<file path="src/rtl/gpf_pkg.sv">
// gpf_pkg: constants for the 32-line input filter, event and lock block.
// assumes a simple strobe register port with byte addresses on 8 bits.
package gpf_pkg;
   localparam int          LINES       = 32;
   localparam int          AW          = 8;
   localparam int          DIV_W       = 14;
   localparam logic [7:0]  A_CFG_EN    = 8'h00;
   localparam logic [7:0]  A_CFG_DIS   = 8'h04;
   localparam logic [7:0]  A_CFG_ST    = 8'h08;
   localparam logic [7:0]  A_OE_EN     = 8'h10;
   localparam logic [7:0]  A_OE_DIS    = 8'h14;
   localparam logic [7:0]  A_OE_ST     = 8'h18;
   localparam logic [7:0]  A_FLT_EN    = 8'h20;
   localparam logic [7:0]  A_FLT_DIS   = 8'h24;
   localparam logic [7:0]  A_FLT_ST    = 8'h28;
   localparam logic [7:0]  A_SET_OUT   = 8'h30;
   localparam logic [7:0]  A_CLR_OUT   = 8'h34;
   localparam logic [7:0]  A_OUT_ST    = 8'h38;
   localparam logic [7:0]  A_PIN_ST    = 8'h3C;
   localparam logic [7:0]  A_IRQ_EN    = 8'h40;
   localparam logic [7:0]  A_IRQ_DIS   = 8'h44;
   localparam logic [7:0]  A_IRQ_MASK  = 8'h48;
   localparam logic [7:0]  A_IRQ_ST    = 8'h4C;
   localparam logic [7:0]  A_MD_EN     = 8'h50;
   localparam logic [7:0]  A_MD_DIS    = 8'h54;
   localparam logic [7:0]  A_MD_ST     = 8'h58;
   localparam logic [7:0]  A_PU_DIS    = 8'h60;
   localparam logic [7:0]  A_PU_EN     = 8'h64;
   localparam logic [7:0]  A_PU_ST     = 8'h68;
   localparam logic [7:0]  A_PSEL1     = 8'h70;
   localparam logic [7:0]  A_PSEL2     = 8'h74;
   localparam logic [7:0]  A_SCK_DIS   = 8'h80;
   localparam logic [7:0]  A_SCK_EN    = 8'h84;
   localparam logic [7:0]  A_SCK_ST    = 8'h88;
   localparam logic [7:0]  A_SDIV      = 8'h8C;
   localparam logic [7:0]  A_OW_EN     = 8'hA0;
   localparam logic [7:0]  A_OW_DIS    = 8'hA4;
   localparam logic [7:0]  A_OW_ST     = 8'hA8;
   localparam logic [7:0]  A_XM_EN     = 8'hB0;
   localparam logic [7:0]  A_XM_DIS    = 8'hB4;
   localparam logic [7:0]  A_XM_ST     = 8'hB8;
   localparam logic [7:0]  A_EDGE_SEL  = 8'hC0;
   localparam logic [7:0]  A_LVL_SEL   = 8'hC4;
   localparam logic [7:0]  A_EL_ST     = 8'hC8;
   localparam logic [7:0]  A_FALL_SEL  = 8'hD0;
   localparam logic [7:0]  A_RISE_SEL  = 8'hD4;
   localparam logic [7:0]  A_POL_ST    = 8'hD8;
   localparam logic [7:0]  A_LOCK_ST   = 8'hE0;
   localparam logic [7:0]  A_PROT_MODE = 8'hE4;
   localparam logic [7:0]  A_PROT_ST   = 8'hE8;
   // protection mode: enable in bit 0, key in bits 31:8
   localparam int          PROT_EN_BIT = 0;
   localparam int          KEY_LSB     = 8;
   // key value is arbitrary
   localparam logic [23:0] PROT_KEY    = 24'hA5_C3E1;
   // protection status: flag in bit 0, source address in bits 15:8
   localparam int          VSRC_LSB    = 8;
   localparam logic [31:0] CFG_RST     = 32'hFFFF_FFFF;
   localparam logic [31:0] ZERO_RST    = 32'h0000_0000;
endpackage : gpf_pkg

</file>
<file path="src/rtl/gpf_core.sv">
// gpf_core: input side of a 32-line port: sync, filters, events, lock.
// assumes a one-cycle strobe register port and an asynchronous slow clock
// pin; peripherals and the lock requesters run on core_clk.
`timescale 1ns/10ps
module gpf_core (
   // clock and reset
   input  wire logic                      core_clk,
   input  wire logic                      reset_n,
   // register port
   input  wire logic [gpf_pkg::AW-1:0]    bus_addr,
   input  wire logic [31:0]               bus_wdata,
   input  wire logic                      bus_wr,
   input  wire logic                      bus_rd,
   output logic      [31:0]               bus_rdata,
   // pins and system inputs
   input  wire logic [31:0]               pin_in,
   input  wire logic                      slow_clk,
   input  wire logic                      ctrl_clk_en,
   input  wire logic [31:0]               lock_req,
   // towards pads and peripherals
   output logic [31:0]                    periph_in,
   output logic [31:0]                    ctrl_sel,
   output logic [31:0]                    out_en,
   output logic [31:0]                    out_data,
   output logic [31:0]                    multidrive,
   output logic [31:0]                    pullup_off,
   output logic [31:0]                    psel_one,
   output logic [31:0]                    psel_two,
   output logic                           irq
);
   import gpf_pkg::*;

   typedef struct packed {
      logic [31:0]      ps1;
      logic [31:0]      ps2;
      logic [31:0]      ps3;
      logic [31:0]      pin;
      logic             sc1;
      logic             sc2;
      logic             sc3;
      logic [DIV_W-1:0] dcnt;
      logic [DIV_W-1:0] sdiv;
      logic [31:0]      smp;
      logic [31:0]      flvl;
      logic [31:0]      pdsr;
      logic [31:0]      prev;
      logic [31:0]      cfg;
      logic [31:0]      oe;
      logic [31:0]      odsr;
      logic [31:0]      owsr;
      logic [31:0]      ifsr;
      logic [31:0]      sck;
      logic [31:0]      imr;
      logic [31:0]      isr;
      logic [31:0]      xm;
      logic [31:0]      lvl;
      logic [31:0]      pol;
      logic [31:0]      md;
      logic [31:0]      pu;
      logic [31:0]      ps_a;
      logic [31:0]      ps_b;
      logic [31:0]      lock;
      logic             protect_enable_bit;
      logic             protect_violation_flag;
      logic [AW-1:0]    vsrc;
      logic [31:0]      rdata;
      logic             irq;
   } gpf_state_t;

   gpf_state_t q;
   gpf_state_t d;

   logic        wr_ok;
   logic        half_tick;
   logic        slow_rise;
   logic [31:0] wl;
   logic [31:0] level;
   logic [31:0] agree;
   logic [31:0] edge_v;
   logic [31:0] ev;

   // set bits on one strobe, clear on the other, else hold
   function automatic logic [31:0] gpf_setclr(input logic [31:0] v,
                                              input logic        s,
                                              input logic        c,
                                              input logic [31:0] w);
      if (s) begin
         return v | w;
      end else if (c) begin
         return v & ~w;
      end
      return v;
   endfunction : gpf_setclr

   // registers that the protection scheme guards
   function automatic logic gpf_prot(input logic [AW-1:0] a);
      case (a)
         A_CFG_EN, A_CFG_DIS, A_OE_EN, A_OE_DIS, A_FLT_EN, A_FLT_DIS,
         A_MD_EN, A_MD_DIS, A_PU_DIS, A_PU_EN, A_PSEL1, A_PSEL2,
         A_OW_EN, A_OW_DIS: return 1'b1;
         default: return 1'b0;
      endcase
   endfunction : gpf_prot

   // writes that survive protection; locked lines masked out
   assign wr_ok = bus_wr && !(q.protect_enable_bit && gpf_prot(bus_addr));
   assign wl    = bus_wdata & ~q.lock;

   // slow clock edge from the back of its synchroniser
   assign slow_rise = q.sc2 && !q.sc3;
   assign half_tick = slow_rise && (q.dcnt == q.sdiv);

   // debounce: two successive half-period samples must agree
   assign agree = ~(q.pin ^ q.smp);
   // filtered or raw level per line
   assign level = (q.ifsr & q.flvl) | (~q.ifsr & q.pin);

   // change detection between two successive pin samples
   assign edge_v = q.pdsr ^ q.prev;
   always_comb begin
      for (int i = 0; i < LINES; i++) begin
         if (!q.xm[i]) begin
            ev[i] = edge_v[i];
         end else if (q.lvl[i]) begin
            ev[i] = q.pol[i] ? q.pdsr[i] : !q.pdsr[i];
         end else begin
            ev[i] = edge_v[i] && (q.pol[i] ? q.pdsr[i] : !q.pdsr[i]);
         end
      end
      if (!ctrl_clk_en) begin
         ev = '0;
      end
   end

   // next state
   always_comb begin
      d = q;
      // three-stage pin sync, change taken when stages two and three agree
      d.ps1 = pin_in;
      d.ps2 = q.ps1;
      d.ps3 = q.ps2;
      d.pin = (q.ps2 == q.ps3) ? q.ps3 : q.pin;
      d.sc1 = slow_clk;
      d.sc2 = q.sc1;
      d.sc3 = q.sc2;
      // divided slow clock: half period every div+1 slow edges
      if (slow_rise) begin
         d.dcnt = half_tick ? '0 : q.dcnt + 1'b1;
      end
      // filters run only while the controller clock runs
      if (ctrl_clk_en) begin
         if (half_tick) begin
            d.smp  = q.pin;
            d.flvl = (q.sck & ((agree & q.pin) | (~agree & q.flvl)))
                   | (~q.sck & q.pin);
         end else begin
            d.flvl = (q.sck & q.flvl) | (~q.sck & q.pin);
         end
         d.pdsr = level;
         d.prev = q.pdsr;
      end
      // status: a new event wins over the read clear
      if (bus_rd && bus_addr == A_IRQ_ST) begin
         d.isr = '0;
      end
      d.isr = d.isr | ev;
      d.irq = |(q.isr & q.imr);
      // lock is sticky until reset
      d.lock = q.lock | lock_req;
      // protection violation logging
      if (bus_wr && q.protect_enable_bit && gpf_prot(bus_addr)) begin
         d.protect_violation_flag = 1'b1;
         d.vsrc = bus_addr;
      end
      // register writes
      if (wr_ok) begin
         case (bus_addr)
            A_CFG_EN:   d.cfg  = q.cfg | wl;
            A_CFG_DIS:  d.cfg  = q.cfg & ~wl;
            A_MD_EN:    d.md   = q.md | wl;
            A_MD_DIS:   d.md   = q.md & ~wl;
            A_PU_DIS:   d.pu   = q.pu | wl;
            A_PU_EN:    d.pu   = q.pu & ~wl;
            A_PSEL1:    d.ps_a = (q.ps_a & q.lock) | wl;
            A_PSEL2:    d.ps_b = (q.ps_b & q.lock) | wl;
            A_OE_EN:    d.oe   = gpf_setclr(q.oe, 1'b1, 1'b0, bus_wdata);
            A_OE_DIS:   d.oe   = gpf_setclr(q.oe, 1'b0, 1'b1, bus_wdata);
            A_FLT_EN:   d.ifsr = gpf_setclr(q.ifsr, 1'b1, 1'b0, bus_wdata);
            A_FLT_DIS:  d.ifsr = gpf_setclr(q.ifsr, 1'b0, 1'b1, bus_wdata);
            A_SET_OUT:  d.odsr = q.odsr | bus_wdata;
            A_CLR_OUT:  d.odsr = q.odsr & ~bus_wdata;
            A_OUT_ST:   d.odsr = (q.odsr & ~q.owsr) | (bus_wdata & q.owsr);
            A_OW_EN:    d.owsr = q.owsr | bus_wdata;
            A_OW_DIS:   d.owsr = q.owsr & ~bus_wdata;
            A_IRQ_EN:   d.imr  = gpf_setclr(q.imr, 1'b1, 1'b0, bus_wdata);
            A_IRQ_DIS:  d.imr  = gpf_setclr(q.imr, 1'b0, 1'b1, bus_wdata);
            A_SCK_DIS:  d.sck  = gpf_setclr(q.sck, 1'b1, 1'b0, bus_wdata);
            A_SCK_EN:   d.sck  = gpf_setclr(q.sck, 1'b0, 1'b1, bus_wdata);
            A_SDIV:     d.sdiv = bus_wdata[DIV_W-1:0];
            A_XM_EN:    d.xm   = gpf_setclr(q.xm, 1'b1, 1'b0, bus_wdata);
            A_XM_DIS:   d.xm   = gpf_setclr(q.xm, 1'b0, 1'b1, bus_wdata);
            A_EDGE_SEL: d.lvl  = gpf_setclr(q.lvl, 1'b0, 1'b1, bus_wdata);
            A_LVL_SEL:  d.lvl  = gpf_setclr(q.lvl, 1'b1, 1'b0, bus_wdata);
            A_FALL_SEL: d.pol  = gpf_setclr(q.pol, 1'b0, 1'b1, bus_wdata);
            A_RISE_SEL: d.pol  = gpf_setclr(q.pol, 1'b1, 1'b0, bus_wdata);
            A_PROT_MODE: begin
               if (bus_wdata[31:KEY_LSB] == PROT_KEY) begin
                  d.protect_enable_bit = bus_wdata[PROT_EN_BIT];
                  d.protect_violation_flag = 1'b0;
               end
            end
            default: ;
         endcase
      end
      // read data, valid the cycle after the strobe only
      d.rdata = '0;
      if (bus_rd) begin
         case (bus_addr)
            A_CFG_ST:    d.rdata = q.cfg;
            A_OE_ST:     d.rdata = q.oe;
            A_FLT_ST:    d.rdata = q.ifsr;
            A_OUT_ST:    d.rdata = q.odsr;
            A_PIN_ST:    d.rdata = q.pdsr;
            A_IRQ_MASK:  d.rdata = q.imr;
            A_IRQ_ST:    d.rdata = q.isr;
            A_MD_ST:     d.rdata = q.md;
            A_PU_ST:     d.rdata = q.pu;
            A_PSEL1:     d.rdata = q.ps_a;
            A_PSEL2:     d.rdata = q.ps_b;
            A_SCK_ST:    d.rdata = q.sck;
            A_SDIV:      d.rdata = {{(32-DIV_W){1'b0}}, q.sdiv};
            A_OW_ST:     d.rdata = q.owsr;
            A_XM_ST:     d.rdata = q.xm;
            A_EL_ST:     d.rdata = q.lvl;
            A_POL_ST:    d.rdata = q.pol;
            A_LOCK_ST:   d.rdata = q.lock;
            A_PROT_MODE: d.rdata = {31'h0000_0000, q.protect_enable_bit};
            A_PROT_ST:   d.rdata = {16'h0000, q.vsrc, 7'h00, q.protect_violation_flag};
            default:     d.rdata = '0;
         endcase
      end
   end

   // state register, synchronous reset
   always_ff @(posedge core_clk) begin
      if (!reset_n) begin
         q      <= '0;
         q.cfg  <= CFG_RST;
         q.odsr <= ZERO_RST;
      end else begin
         q <= d;
      end
   end

   // outputs straight from state
   assign bus_rdata  = q.rdata;
   assign periph_in  = q.pin;
   assign ctrl_sel   = q.cfg;
   assign out_en     = q.oe;
   assign out_data   = q.odsr;
   assign multidrive = q.md;
   assign pullup_off = q.pu;
   assign psel_one   = q.ps_a;
   assign psel_two   = q.ps_b;
   assign irq        = q.irq;
endmodule : gpf_core

</file>
<file path="config.mk">
export PLATFORM = sky130hd
export DESIGN_NAME = gpf_core
export DESIGN_NICKNAME = d
export VERILOG_FILES = /design/src/rtl/gpf_pkg.sv /design/src/rtl/gpf_core.sv
export SDC_FILE = /design/constraint.sdc
export NUM_CORES = 2
export LEC_CHECK = 0
export BUFFER_PORTS_ARGS = -buffer_cell sky130_fd_sc_hd__buf_2
export CORE_ASPECT_RATIO = 0.8
export CORE_UTILIZATION = 30
export DETAILED_ROUTE_END_ITERATION = 10
export GPL_TIMING_DRIVEN = 0
export SYNTH_ARGS = -nofsm -noshare
export SYNTH_HDL_FRONTEND = slang
export SYNTH_SLANG_ARGS = --single-unit
export TNS_END_PERCENT = 1
</file>
<file path="constraint.sdc">
create_clock -name core_clk -period 2.9 [get_ports core_clk]
set_clock_uncertainty 0.2 [all_clocks]
set_input_delay 0.58 -clock core_clk [delete_from_list [all_inputs] [get_ports core_clk]]
set_output_delay 0.58 -clock core_clk [all_outputs]
set_load 0.03 [all_outputs]
</file>
Word-level counts from Yosys, hierarchy flattened
Cells that the tools add are included.
- flip-flop bits (word level): 842
- input bits: 110
- add/sub/neg operators: 1
- equality and inequality tests: 60
- multiplexer cells: 160
- bitwise logic cells: 56
- reduce and logical (&&, ||, !) cells: 106
- operators by type and width (kind ; count):
    AND 32 bit ; 25
    case mux 32 bit (2 select lines) ; 11
    bitwise OR 32 bit ; 21
    case mux 32 bit (20 select lines) ; 1
    two-way mux 32 bit ; 17
    NOT 32 bit ; 8
    equality test 8 bit, second input constant ; 19
    two-way mux 1 bit ; 128
    equality test 8 x 7 -> 1 bit, second input constant ; 12
    case mux 32 bit (3 select lines) ; 1
    bitwise XOR 32 bit ; 2
    equality test 8 x 6 -> 1 bit, second input constant ; 7
    logical AND 1 bit ; 39
    logical NOT 1 bit ; 34
    equality test 32 bit ; 1
    OR reduction 32 bit ; 1
    inequality test 2 bit, second input constant ; 14
    AND reduction 4 bit ; 7
    equality test 24 bit, second input constant ; 1
    equality test 8 x 5 -> 1 bit, second input constant ; 3
    nonzero test 2 bit ; 11
    AND reduction 2 bit ; 10
    adder 14 x 1 -> 14 bit, second input constant ; 1
    equality test 14 bit ; 1
    other kinds (8) ; 8

Logic depth before layout (Yosys ltp)
- depth in word-level cells: 9
- gate-level depth with buffers: 9
- gate-level depth less buffers: 5

Least setup slack after synthesis
OpenSTA, ideal clock, no wires.
- path type: in2reg
- start point: input bus_wr
- end point: register with a tool-made name
- library setup time: 70 ps
- data arrival time: 2392 ps
- required time: 2630 ps
- path slack: 237 ps
- stages: 8
- path buffers: 4
- cells stage by stage: buf_2 > or4b_1 > buf_2 > or3_1 > buf_2 > buf_6 > or3_1 > a21oi_1
- RTL lines (what ; line ; RTL):
    start, declared ; gpf_core.sv:12 ; input wire logic bus_wr,

==> metrics.yaml <==
cp_common_cell: "clkbuf_1"
antenna_found_initial: 27
async_reset_ff_frac: 0
cts_root_buffer: "clkbuf_16"
cts_buffer_depth: 3
path_clk_slew_ps: 60
yosysWarnings: 0
synth_area_leaders: "dfxtp_1 (41%), mux2i_1 (6.7%), buf_4 (5.3%), nand2_1 (4.5%), a21oi_1 (3.9%)"
die_w_microns: 414.2
power.static_leakage_nw: 19.92
grt_max_degree: 15
netlist_instances: 4857
synth_edf_count: 0
io_pins: 399
ant_nets: 0
worstSkewPairLatency_ps: 750
power.total_mw: 28.08
ys_dominant_reg_cell: "dfxtp_1"
wire_per_inst_microns: 34.99
final.period_utilization: 1.161
synthDistinctLibCells: 80
path_cells: "clkbuf_2, clkbuf_1, clkbuf_1, o311ai_0"
yosys.area.top_type: "dfxtp_1"
synth-xor-area-share: 0.02642
cpPeakStageDelay_ps: 1140
cp_slowest_cell: "clkbuf_1"
worstHoldPathType: "in -> reg"
io_buffers: 364
yosysTopAreaCellShare: 0.4134
whs_ps: 189.6
max_freq_ghz: 0.2971
yosysMostFrequentCell: "dfxtp_1"
syn_nets: 4968
cp-start-kind: "input pin"
worstPathMaxFanout: 10
cts.sinks: 842
peakVddDrop_v: 0.0004586
worst_pin_slew_ps: 1515
power_density_mw_per_mm2: 561.8
setup_ws_ps: -466.2
synth_compound_area_frac: 0.2008
syn_area_sq_mm: 0.04077
synth_commonest_cells: "dfxtp_1 (842), nand2_1 (489), clkbuf_1 (369)"
chipHeight_microns: 331.7
fin_crit_ps: 3366
cts_buffers: 94
synthAdderAreaFrac: 0.0003069
crit_type: "in -> reg"
synth_top_family_by_area: "compound AO/OA/AOI/OAI gates"
fill_cells: 13940
grt-ovfl-total: 0
syn2layout_area_growth_pct: 22.62
cap_violations: 2
dp_hpwl_microns: 197500
htreeDepth: 3
core-area_sq_mm: 0.1344
fin_tns_setup_ps: -31940
wl_microns: 254500
cp_data_arrival_time_ps: 3700
drc_errors: 0
cts_tree: "yes"
finalHoldViolCount: 0
status: "complete, but fails checks"
endpoint_kind: "flip-flop"
fin_nets: 5516
max_slew_margin: -0.01001
firstDrtPassIters: 7
drt_iter0_drc: 7263
avgSynthCellArea_sq_um: 8.394
synthMuxAreaShare: 0.07482
crit_required_ps: 3230
die_area_sq_mm: 0.1374
drive_gt1_frac: 0.2022
grt_pass1_wl_microns: 339000
drv_slew: 11
finalSetupViolations: 309
grtUsageTotal: 0.3539
yosys.area_share.simple: 0.1833
via_per_inst: 6.157
grt_pass1_vias: 40650
via_count: 44790
yosysSeqAreaShare: 0.4134
final_util: 0.3720
violations: "max-capacitance violations, max-slew violations, negative setup slack"
start_util: 0.3034
num_rows: 120
multi_input_area_sq_mm: 0.02022
regArea_sq_mm: 0.01686
synth-seq-cells: 842
rsz0062_at_grt: "yes"
gp_congestion: 1.110
repair_timing:
item	4_1_cts	5_1_grt
hold endpoints to repair	65	0
hold buffers	65	0
pin swaps	10	5
resized for setup	211	88
buffers inserted	11	6
endpoints found under the setup margin	649	424
critical path: cells and delay by family:
family                 cells  cell delay (ps)
AOI/OAI and AO/OA          1              320
buffers and inverters      3             2770
layer usage:
layer  GRT usage  wire length [microns]  vias to the layer above
li1            -                      -                    18310
met1      0.4724                 103900                    22110
met2      0.4900                  99720                     3523
met3      0.1419                  35450                      841
met4      0.1673                  15140                       12
met5     0.01280                    298                        -
stage by stage:
stage | cells | cell area, sq um | setup slack [ps]
final | 7274 | 49990 | -466.2
after global routing | 7258 | 49950 | -216.7
after CTS | 7247 | 49740 | -298.5
after detailed placement | 7001 | 45020 | -2850
after global placement | 6990 | 44810 | -3056
after floorplan | 4857 | 40770 | 237.2
report_power, final:
group	internal [mW]	switching, mW	total, mW	leakage (nW)
Sequential	11.7	0.263	12.0	6.83
Combinational	0.591	2.00	2.59	11.4
Clock	7.88	5.61	13.5	1.67
worst paths after layout:
| check | from | endpoint | slack (ps) | depth (start not counted) |
|---|---|---|---|---|
| setup reg to reg | q[42] | flip-flop | -10 | 7 |
| hold / removal | bus_wdata[31] | q[42] | 190 | 5 |
| hold reg to reg | d[781] | d[749] | 230 | 1 |
| setup / recovery | reset_n | flip-flop | -470 | 4 |
cell usage in the layout, fill, tap and decap left out, drive strengths merged, types with 33 or more instances in the layout:
| master | Yosys | routed |
|---|---|---|
| a211oi | 38 | 38 |
| a21oi | 316 | 316 |
| a221oi | 65 | 65 |
| a22oi | 98 | 98 |
| a31oi | 55 | 55 |
| and2 | 133 | 133 |
| and3 | 35 | 35 |
| buf | 371 | 762 |
| clkbuf | 369 | 490 |
| dfxtp | 842 | 842 |
| dlygate4sd3 | 0 | 65 |
| inv | 40 | 45 |
| mux2i | 271 | 271 |
| nand2 | 489 | 489 |
| nand3 | 280 | 280 |
| nand4 | 83 | 83 |
| nor2 | 361 | 361 |
| nor3 | 46 | 46 |
| o211ai | 132 | 132 |
| o21ai | 211 | 211 |
| o22ai | 47 | 47 |
| o311ai | 33 | 33 |
| o31ai | 63 | 63 |
| o32ai | 40 | 40 |
| or3 | 72 | 72 |
| xnor2 | 38 | 38 |
| xor2 | 85 | 85 |
layout make-up:
| class | instances | area share |
|---|---|---|
| Clock inverter | 47 | 0.01359 |
| Antenna cell | 20 | 0.001001 |
| Tap cell | 1769 | 0.04427 |
| Inverter | 42 | 0.003178 |
| Clock buffer | 129 | 0.05453 |
| Multi-Input combinational cell | 3233 | 0.4045 |
| Sequential cell | 842 | 0.3372 |
| Buffer | 734 | 0.08609 |
| Timing Repair Buffer | 458 | 0.05556 |
cell families (layout without fill, tap and decap cells):
logic type | count (synthesis) | in the layout
xor gates and xnor gates | 123 | 123
and+or+nand+nor | 1577 | 1577
adders and majority gates | 1 | 1
muxes | 297 | 297
DFF | 842 | 842
buffers and inverters | 782 | 1410
AOI/OAI and AO/OA | 1235 | 1235
other | 0 | 20
No activity file was read; power rests on OpenSTA's default activity.
